==> src/sbw_consts.svh <==
// constants for the subtract-from-working datapath
// assumes inclusion by bare name from the core and subtractor modules
`ifndef SBW_CONSTS_SVH
`define SBW_CONSTS_SVH

// ************************************************************
// opcode fields
// ************************************************************
`define SBW_LIT_OPC 8'h08
`define SBW_FILE_OPC 6'h17
`define SBW_D_BIT 9
`define SBW_A_BIT 8
`define SBW_INDEX_MAX 8'h5F

// ************************************************************
// status bit positions
// ************************************************************
`define SBW_ST_C 0
`define SBW_ST_HALF 1
`define SBW_ST_Z 2
`define SBW_ST_WRAP 3
`define SBW_ST_N 4

// ************************************************************
// reset values
// ************************************************************
`define SBW_W_RST 8'h00
`define SBW_ST_RST 5'h00

`endif

==> src/sbw_pkg.sv <==
// types for the subtract-from-working datapath
// assumes sbw_consts.svh is on the include path
package sbw_pkg;
    // quarter phases, gray coded along the cycle
    typedef enum logic [1:0] {
        SBW_Q1 = 2'b00,
        SBW_Q2 = 2'b01,
        SBW_Q3 = 2'b11,
        SBW_Q4 = 2'b10
    } sbw_phase_e;

    typedef enum logic [1:0] {
        SBW_OP_NONE = 2'b00,
        SBW_OP_LIT = 2'b01,
        SBW_OP_FILE = 2'b10
    } sbw_op_e;

    typedef enum logic [1:0] {
        SBW_BANK_ACCESS = 2'b00,
        SBW_BANK_BANKED = 2'b01,
        SBW_BANK_INDEXED = 2'b10
    } sbw_bank_e;
endpackage

==> src/sbw_alu_if.sv <==
// operand and result bundle between the sequencer and the subtractor
// assumes both ends run on one clock
`timescale 1ns/1ps
interface sbw_alu_if;
    logic [7:0] minuend;
    logic [7:0] subtrahend;
    logic [7:0] diff;
    logic [4:0] flags;
    modport ctl (output minuend, output subtrahend, input diff, input flags);
    modport alu (input minuend, input subtrahend, output diff, output flags);
endinterface

==> src/sbw_core.sv <==
// subtract-from-working sequencer: decode, operand read, write back
// assumes the fetch unit holds instr stable for a whole cycle
// and data memory answers a read combinationally in the same clock
`timescale 1ns/1ps
`include "sbw_consts.svh"

// Behaviour
// (RULE1) opcode 0000 1000 kkkkkkkk computes literal minus working register.
// (RULE2) the literal form writes the working register and all five flags.
// (RULE3) opcode 0101 11da ffffffff computes file minus working register with the same flags.
// (RULE4) destination bit 0 writes the working register, 1 writes the file register.
// (RULE5) access bit 0 picks the access bank, 1 lets the bank select register choose the bank.
// (RULE6) access bit 0 with extended set on and address up to 95 uses indexed literal offset.
// (RULE7) the file form is one word and one cycle: decode, read, process, write by quarter.
// (RULE8) the literal form is one word and one cycle: decode, read literal, process, write.
// (RULE9) carry is inverted borrow and zero is set only for a zero result.
// (RULE10) negative copies result bit 7 and signed_wrap_flag marks signed overflow.
module sbw_core (
    // clock and reset
    input wire logic clk,
    input wire logic nrst,
    // instruction from fetch
    input wire logic [15:0] instr,
    input wire logic instr_valid,
    input wire logic ext_set_en,
    input wire logic [3:0] bank_select_register,
    // data memory
    output logic [7:0] mem_bank_r,
    output logic [7:0] mem_addr_r,
    output logic [1:0] mem_mode_r,
    output logic mem_rd_r,
    input wire logic [7:0] mem_rdata,
    output logic mem_wr_r,
    output logic [7:0] mem_wdata_r,
    // architectural state
    output logic [7:0] working_r,
    output logic [4:0] status_r,
    output logic [1:0] phase_r,
    output logic done_r
);
    import sbw_pkg::*;

    // ************************************************************
    // decode
    // ************************************************************
    sbw_phase_e ph_r;
    sbw_phase_e ph_nxt;
    sbw_op_e op_r;
    logic [15:0] ir_r;
    logic [7:0] opa_r;
    logic [7:0] res_r;
    logic [4:0] fl_r;

    function automatic sbw_op_e decode_op(input logic [15:0] w);
        if (w[15:8] == `SBW_LIT_OPC) begin
            decode_op = SBW_OP_LIT;   // [RULE1]
        end else if (w[15:10] == `SBW_FILE_OPC) begin
            decode_op = SBW_OP_FILE;   // [RULE3]
        end else begin
            decode_op = SBW_OP_NONE;
        end
    endfunction

    // one decode serves both the request edge and the q2 refresh
    function automatic sbw_bank_e bank_of(input logic acc, input logic ext, input logic [7:0] fa);
        if (acc) begin
            bank_of = SBW_BANK_BANKED;   // [RULE5]
        end else if (ext && fa <= `SBW_INDEX_MAX) begin
            bank_of = SBW_BANK_INDEXED;   // [RULE6]
        end else begin
            bank_of = SBW_BANK_ACCESS;   // [RULE5]
        end
    endfunction

    sbw_op_e dec_op_w;
    wire take_w;
    wire dst_file_w;
    wire acc_bit_w;
    wire [7:0] faddr_w;
    sbw_bank_e bank_w;
    sbw_bank_e req_bank_w;
    assign dec_op_w = decode_op(instr);
    // a word is ours only when q1 sees a recognised opcode
    assign take_w = (ph_r == SBW_Q1) && (ph_nxt == SBW_Q2);
    assign dst_file_w = ir_r[`SBW_D_BIT];
    assign acc_bit_w = ir_r[`SBW_A_BIT];
    assign faddr_w = ir_r[7:0];
    // indexed mode overrides access bank only in the low window
    assign bank_w = bank_of(acc_bit_w, ext_set_en, faddr_w);
    assign req_bank_w = bank_of(instr[`SBW_A_BIT], ext_set_en, instr[7:0]);

    // ************************************************************
    // subtractor
    // ************************************************************
    sbw_alu_if alu_io ();
    assign alu_io.minuend = opa_r;
    assign alu_io.subtrahend = working_r;
    sbw_sub u_sub (
        .io(alu_io)
    );

    // ************************************************************
    // quarter sequencer
    // ************************************************************
    // a cycle starts only on a recognised instruction; others are not ours
    always_comb begin
        case (ph_r)
            SBW_Q1: ph_nxt = (instr_valid && dec_op_w != SBW_OP_NONE) ? SBW_Q2 : SBW_Q1;
            SBW_Q2: ph_nxt = SBW_Q3;
            SBW_Q3: ph_nxt = SBW_Q4;
            SBW_Q4: ph_nxt = SBW_Q1;
            default: ph_nxt = SBW_Q1;
        endcase
    end

    always_ff @(posedge clk) begin
        if (!nrst) begin
            ph_r <= SBW_Q1;
        end else begin
            ph_r <= ph_nxt;   // [RULE7] [RULE8]
        end
    end

    // ************************************************************
    // q1 decode
    // ************************************************************
    // q1: latch the word
    always_ff @(posedge clk) begin
        if (!nrst) begin
            ir_r <= 16'h0000;
            op_r <= SBW_OP_NONE;
        end else if (take_w) begin
            ir_r <= instr;
            op_r <= dec_op_w;
        end
    end

    // ************************************************************
    // q2 operand read
    // ************************************************************
    // q2: fetch the minuend, literal or file
    always_ff @(posedge clk) begin
        if (!nrst) begin
            opa_r <= 8'h00;
        end else if (ph_r == SBW_Q2) begin
            opa_r <= (op_r == SBW_OP_LIT) ? ir_r[7:0] : mem_rdata;   // [RULE8] [RULE7]
        end
    end

    // ************************************************************
    // data memory request
    // ************************************************************
    // address is issued in q1 so memory answers during q2
    // costs one register stage but keeps memory timing off the decode path
    always_ff @(posedge clk) begin
        if (!nrst) begin
            mem_rd_r <= 1'b0;
            mem_addr_r <= 8'h00;
            mem_bank_r <= 8'h00;
            mem_mode_r <= 2'h0;
        end else begin
            mem_rd_r <= take_w && (dec_op_w == SBW_OP_FILE);
            if (take_w) begin
                mem_addr_r <= instr[7:0];
                mem_bank_r <= {4'h0, bank_select_register};
                mem_mode_r <= req_bank_w;   // [RULE5] [RULE6]
            end else if (ph_r == SBW_Q2) begin
                mem_mode_r <= bank_w;
            end
        end
    end

    // ************************************************************
    // q3 process
    // ************************************************************
    // q3: process
    always_ff @(posedge clk) begin
        if (!nrst) begin
            res_r <= 8'h00;
            fl_r <= `SBW_ST_RST;
        end else if (ph_r == SBW_Q3) begin
            res_r <= alu_io.diff;   // [RULE1] [RULE3]
            fl_r <= alu_io.flags;   // [RULE9] [RULE10]
        end
    end

    // ************************************************************
    // q4 write back
    // ************************************************************
    // q4: write back; flags are updated by both forms
    wire wr_file_w;
    assign wr_file_w = (op_r == SBW_OP_FILE) && dst_file_w;
    always_ff @(posedge clk) begin
        if (!nrst) begin
            working_r <= `SBW_W_RST;
            status_r <= `SBW_ST_RST;
            mem_wr_r <= 1'b0;
            mem_wdata_r <= 8'h00;
            done_r <= 1'b0;
        end else begin
            mem_wr_r <= 1'b0;
            done_r <= 1'b0;
            if (ph_r == SBW_Q4) begin
                status_r <= fl_r;   // [RULE2] [RULE3]
                done_r <= 1'b1;
                if (wr_file_w) begin
                    mem_wr_r <= 1'b1;   // [RULE4]
                    mem_wdata_r <= res_r;
                end else begin
                    working_r <= res_r;   // [RULE2] [RULE4]
                end
            end
        end
    end

    // ************************************************************
    // phase report
    // ************************************************************
    // mirrors the next phase so the port shows the quarter now running
    always_ff @(posedge clk) begin
        if (!nrst) begin
            phase_r <= 2'h0;
        end else begin
            phase_r <= ph_nxt;
        end
    end
endmodule

==> src/sbw_sub.sv <==
// combinational 8-bit subtractor with status flags
// assumes operands held stable by the sequencer
`timescale 1ns/1ps
`include "sbw_consts.svh"
module sbw_sub (
    sbw_alu_if.alu io
);
    import sbw_pkg::*;

    wire [8:0] full_w;
    wire [4:0] low_w;
    wire [7:0] res_w;
    // borrow-free difference keeps the extra bit as inverted borrow
    assign full_w = {1'b0, io.minuend} + {1'b0, ~io.subtrahend} + 9'h001;
    assign low_w = {1'b0, io.minuend[3:0]} + {1'b0, ~io.subtrahend[3:0]} + 5'h01;
    assign res_w = full_w[7:0];
    assign io.diff = res_w;
    assign io.flags[`SBW_ST_C] = full_w[8];   // [RULE9]
    assign io.flags[`SBW_ST_HALF] = low_w[4];
    assign io.flags[`SBW_ST_Z] = (res_w == 8'h00);   // [RULE9]
    // [RULE10]
    assign io.flags[`SBW_ST_WRAP] = (io.minuend[7] != io.subtrahend[7]) &&
                                  (res_w[7] != io.minuend[7]);
    assign io.flags[`SBW_ST_N] = res_w[7];   // [RULE10]
endmodule

==> config.mk <==
export PLATFORM = sky130hd
export DESIGN_NAME = sbw_core
export DESIGN_NICKNAME = d
export VERILOG_FILES = /design/src/sbw_pkg.sv /design/src/sbw_alu_if.sv /design/src/sbw_core.sv /design/src/sbw_sub.sv
export VERILOG_INCLUDE_DIRS = /design/src
export SDC_FILE = /design/constraint.sdc
export NUM_CORES = 1
export LEC_CHECK = 0
export ABC_AREA = 0
export BUFFER_PORTS_ARGS = -buffer_cell sky130_fd_sc_hd__buf_2
export CAP_MARGIN = 20
export CORE_MARGIN = 3
export CORE_UTILIZATION = 47
export CTS_CLUSTER_SIZE = 14
export DETAILED_ROUTE_END_ITERATION = 12
export GPL_TIMING_DRIVEN = 0
export MAX_ROUTING_LAYER = met4
export PLACE_DENSITY_LB_ADDON = 0.15
export SLEW_MARGIN = 20
export SYNTH_ARGS = -nofsm -noshare
export SYNTH_HDL_FRONTEND = slang
export SYNTH_SLANG_ARGS = --single-unit
==> constraint.sdc <==
create_clock -name clk -period 1.7 [get_ports clk]
set_clock_uncertainty 0.1 [all_clocks]
set_input_delay 0.255 -clock clk [delete_from_list [all_inputs] [get_ports clk]]
set_output_delay 0.255 -clock clk [all_outputs]
set_load 0.03 [all_outputs]
# == Word level (Yosys, flattened, before mapping) ==
# Index checks and enable logic that the tools add are counted.
# Widths: inputs -> output; s select.
# totals
ff_bits,73
elab_cells,62
inputBits,32
out_inout_bits,44
# op_classes
n_mux,13
reduce_logical,14
order_cmp,2
addsub,4
bitwise_logic,3
eq_ne,11
# ops
cell,count
$le 8x7->1 const B,2
$mux 2,8
$add 8x8->9,1
$add 9x1->9 const B,1
$eq 2x2->1 const B,4
$eq 8x4->1 const B,1
$logic_not 8->1,1
$mux 8,1
$not 8->8,1
$pmux 2 s4,1
$logic_and 1x1->1,7
$eq 2x1->1 const B,3
$eq 6x5->1 const B,1
$reduce_and 2->1,3
$add 4x4->5,1
$add 5x1->5 const B,1
$not 4->4,1
$reduce_bool 2->1,2
$mux 1,3
$logic_not 2->1,1
$ne 1x1->1,2
$not 1->1,1

# == Depth between registers and ports, before layout ==
# depth
depth_word,10
mapped_depth,9
mapped_depth_nobuf,9

# == By module ==
# Synthesis repeated with hierarchy kept, for this count alone.
# unflattened
hier_cells,336
hier_area_um2,2986.6
# by_module_without_submodules
mod,n_inst,seq_area_each_um2,area_per_inst_um2,cells_each
sbw_core,1,1301.2,2573.7,281
sbw_sub,1,0.0,412.9,55

# == Worst setup path before layout ==
# No wires, ideal clock.
# synth_path
path_kind,register to register
from,register working_r[2]
to,register fl_r[2]
required_ns,1.479
t_arrival_ns,1.918
slack_ns,-0.439
synth_period_minus_slack_ns,2.139
stages_incl_launch_ff,9
setup_time_ns,0.121
n_path_buf,0
path_cell_list,dfxtp_1 inv_1 ha_1 nor2b_1 o31a_1 o31a_1 nor3_1 nand4b_1 o21ai_1
# synth_via
elab_chain_len,4
# synth_rtl
element,line,source
from (decl),sbw_core.sv:36,"output logic [7:0] working_r,"
from (signal assigned),sbw_core.sv:195,working_r <= `SBW_W_RST;
from (signal assigned),sbw_core.sv:210,working_r <= res_r;
$not 8->8,sbw_sub.sv:14,"assign full_w = {1'b0, io.minuend} + {1'b0, ~io.subtrahend} + 9'h001;"
$add 8x8->9,sbw_sub.sv:14,
$add 9x1->9,sbw_sub.sv:14,
$logic_not 8->1,sbw_sub.sv:20,assign io.flags[`SBW_ST_Z] = (res_w == 8'h00);
to (signal assigned),sbw_core.sv:180,fl_r <= `SBW_ST_RST;
to (signal assigned),sbw_core.sv:183,fl_r <= alu_io.flags;
to (decl),sbw_core.sv:52,logic [4:0] fl_r;
# No other way between the ends.
# A chain may end at the register's enable or synchronous reset.

# == Worst setup path after layout ==
# layout_path
from,register opa_r[0] (netlist: alu_io.minuend[0])
to,register fl_r[2]
# layout_via
elab_chain_len,3
# layout_rtl
element,line,source
from (decl),sbw_core.sv:50,logic [7:0] opa_r;
from (signal assigned),sbw_core.sv:146,opa_r <= (op_r == SBW_OP_LIT) ? ir_r[7:0] : mem_rdata;
$add 8x8->9,sbw_sub.sv:14,
$add 9x1->9,sbw_sub.sv:14,
$logic_not 8->1,sbw_sub.sv:20,
# No other way between the ends.

==> out/metrics.cfg <==
[place]
gp_congestion=0.831
hpwl_um=4630
place_area_sq_um=3410
numPortBuffers=71
placedCellCount=456

[grt]
grt_pass1_wl_um=10300
grtUsageMet2_pct=28.1
first_global_vias=2226
busiest_layer=met2
grt.total_usage_pct=18.7
grt.met1_usage_pct=24.4
antenna_found_initial=0
grt_max_degree=11
use_met3_pct=3.46
grt_overflow_total=0

[sta]
period_needed_ns=1.93
setup_tns_ns=-0.786
maxSlewHeadroom_pct=66.1
rsz0062_at_grt=yes
period_share_pct=113
worst_slew_pin_slew_ns=0.508
max_freq_mhz=518
hold_viol_final=0
drv_slew=0
final-setup-viol-count=8
layout_setup_ws_ns=-0.229

[clock_network]
cts.clk_slew.worst_paths_ns=0.07
cts-buffers-inserted=9
clk_path_buf_depth=2
clockRootBuffer=clkbuf_8
cts_max_level=3
clk_latency_ns=0.34
cts_tree=yes
postCtsHoldBufs=0
cts.sinks=64

[setup_path]
worstSetupStartpointType=flop
path_max_fanout=2
endpoint_kind=flop
crit_type=flop to flop
cp.arrival_ns=2.10
worstPathRequired_ns=1.87

[status]
violations=negative setup slack
outcome=finished, violations left

[flow_run]
maxCapViolCount=0

[route]
vias_per_cell=4.85
firstDrtPassIters=4
drc=0
wirelength_um=6260
wl_per_cell_um=13.0
ant_nets=0
vias=2340
drt_iter0_drc=100

[synthesis]
synth-edff-count=0
synth_top_cells_by_area=dfxtp_1 45%, mux2i_1 14%, nor2_1 7.1%
synth_seq_cells=64
netlist_area_sq_um=2850
yosysSeqAreaShare_pct=45.0
synthCells=310
synth_cell_types=41
yosys.area.top_type=dfxtp_1
asyncSetResetFlopFracSynth_pct=0
synth-main-ff-cell=dfxtp_1
synth_top_area_share_pct=45.0
syn_avg_cell_area_sq_um=9.18
ys_warn_count=0

[power]
ir_drop_mv=0.473
p_leak_nw=1.83
power-per-cell-area_nw_per_um2=724

[worst_hold_path]
min_path_type=input pin to flop

[finish]
n_antenna_cell=0
fin_cells=482
final_nets=448
syn2layout_area_growth_pct=31.6
final_cell_area_sq_um=3750
drive_above_1_share_pct=37.3

[die]
rows=27
die_area_sq_um=7030
ios=76
start_util_pct=50.2
core_sq_um=5680
die_w_um=83.8
die_y_um=83.8

cell type report:
type                            count  area [sq um]
Tap cell                           72          90.1
Sequential cell                    64          1310
Inverter                           11          43.8
Clock buffer                       12           135
Multi-Input combinational cell    211          1520
Buffer                             25           165
Clock inverter                      2          10.0
Fill cell                         486          1930
Timing Repair Buffer               85           473
stage by stage:
| step | hold slack (ns) | worst slack (ns) | util, % | power, W |
|---|---|---|---|---|
| floorplan | 0.299 | -0.0999 | - | 0.00163 |
| global placement | 0.342 | -0.187 | 60.1 | 0.00169 |
| detailed placement | 0.347 | -0.221 | 60.1 | 0.00169 |
| CTS | 0.0408 | -0.184 | 63.8 | 0.00272 |
| global route | 0.0655 | -0.310 | 66.0 | 0.00282 |
| finish | 0.0413 | -0.229 | 66.0 | 0.00271 |
path summary, 6_finish.rpt:
path                          start  slack [ns]          end  depth (start not counted)
hold / removal             instr[2]        0.04      ir_r[2]                          3
setup / recovery  alu_io.minuend[0]       -0.23      fl_r[2]                          9
setup reg to reg  alu_io.minuend[0]       -0.23      fl_r[2]                          9
hold reg to reg         status_r[3]        0.35  status_r[3]                          2
report_power, final:
group          leakage, nW  switching, W  total, W  internal (W)
sequential           0.524    0.00000414   0.00150       0.00150
clock               0.0761      0.000536   0.00105      0.000509
combinational         1.23     0.0000934  0.000166     0.0000730
total                 1.83      0.000634   0.00271       0.00208
worst max-delay path, cell delays in order, from the launching register on:
cell	delay [ns]
dfxtp_2	0.34
inv_2	0.04
ha_4	0.15
fa_2	0.37
nor2b_4	0.13
o31a_1	0.18
o31a_1	0.18
nor3_2	0.06
nand4b_1	0.18
o21ai_1	0.13
synth_stat cells, types with 5 or more instances:
cell,n
dfxtp_1,64
nor2_1,54
mux2i_1,41
nand2_1,20
a211oi_1,13
a21oi_1,13
buf_4,12
clkbuf_1,12
inv_1,11
ha_1,8
nor3_1,6
o21ai_0,5
what timing repair did:
action,4_1_cts,5_1_grt
pin swaps,6,11
resized for setup,9,16
endpoints found under the setup margin,25,36
setup buffers,4,10
gates cloned,0,0
registers in the layout, indices dropped and copies added, names as in the netlist, 4 cells and up:
register and cells:
mem_wdata_r 8, status_r 5, ir_r 10, res_r 8, working_r 8, mem_bank_r 4
fl_r 4, alu_io.minuend 8
placed cells by master, fill, tap and decap left out, types with 3 or more instances in the layout:
master    count
nor3_1        5
clkbuf_8      9
nand3_1       3
clkbuf_1     11
ha_4          5
buf_4        25
inv_2         4
dfxtp_1      51
and2_1        4
buf_2        72
o21ai_1       3
nand2b_1      4
nor2_1       53
ha_1          3
dfxtp_2       8
a211oi_1     12
mux2i_1      41
nand2_1      19
dfxtp_4       5
inv_1         6
conb_1        4
xor2_1        4
a21oi_1      11
o21a_1        3
o21ai_0       3
metal layers:
metal,wire [um],vias to the layer above
met3,298,10
li1,-,1239
met5,0,-
met1,3140,1031
met2,2710,60
met4,109,0
logic make-up (layout without fill, tap and decap cells):
logic type | Yosys count | in the layout | share of synthesized area, %
AOI/OAI and AO/OA | 42 | 42 | 9.54
xor gates and xnor gates | 6 | 6 | 1.85
adders and majority gates | 9 | 9 | 4.22
buffers and inverters | 38 | 135 | 7.43
DFF | 64 | 64 | 45.0
muxes | 41 | 41 | 14.4
other | 1 | 4 | 0.132
and+or+nand+nor | 109 | 109 | 17.4
No activity file was read; power rests on OpenSTA's default activity.
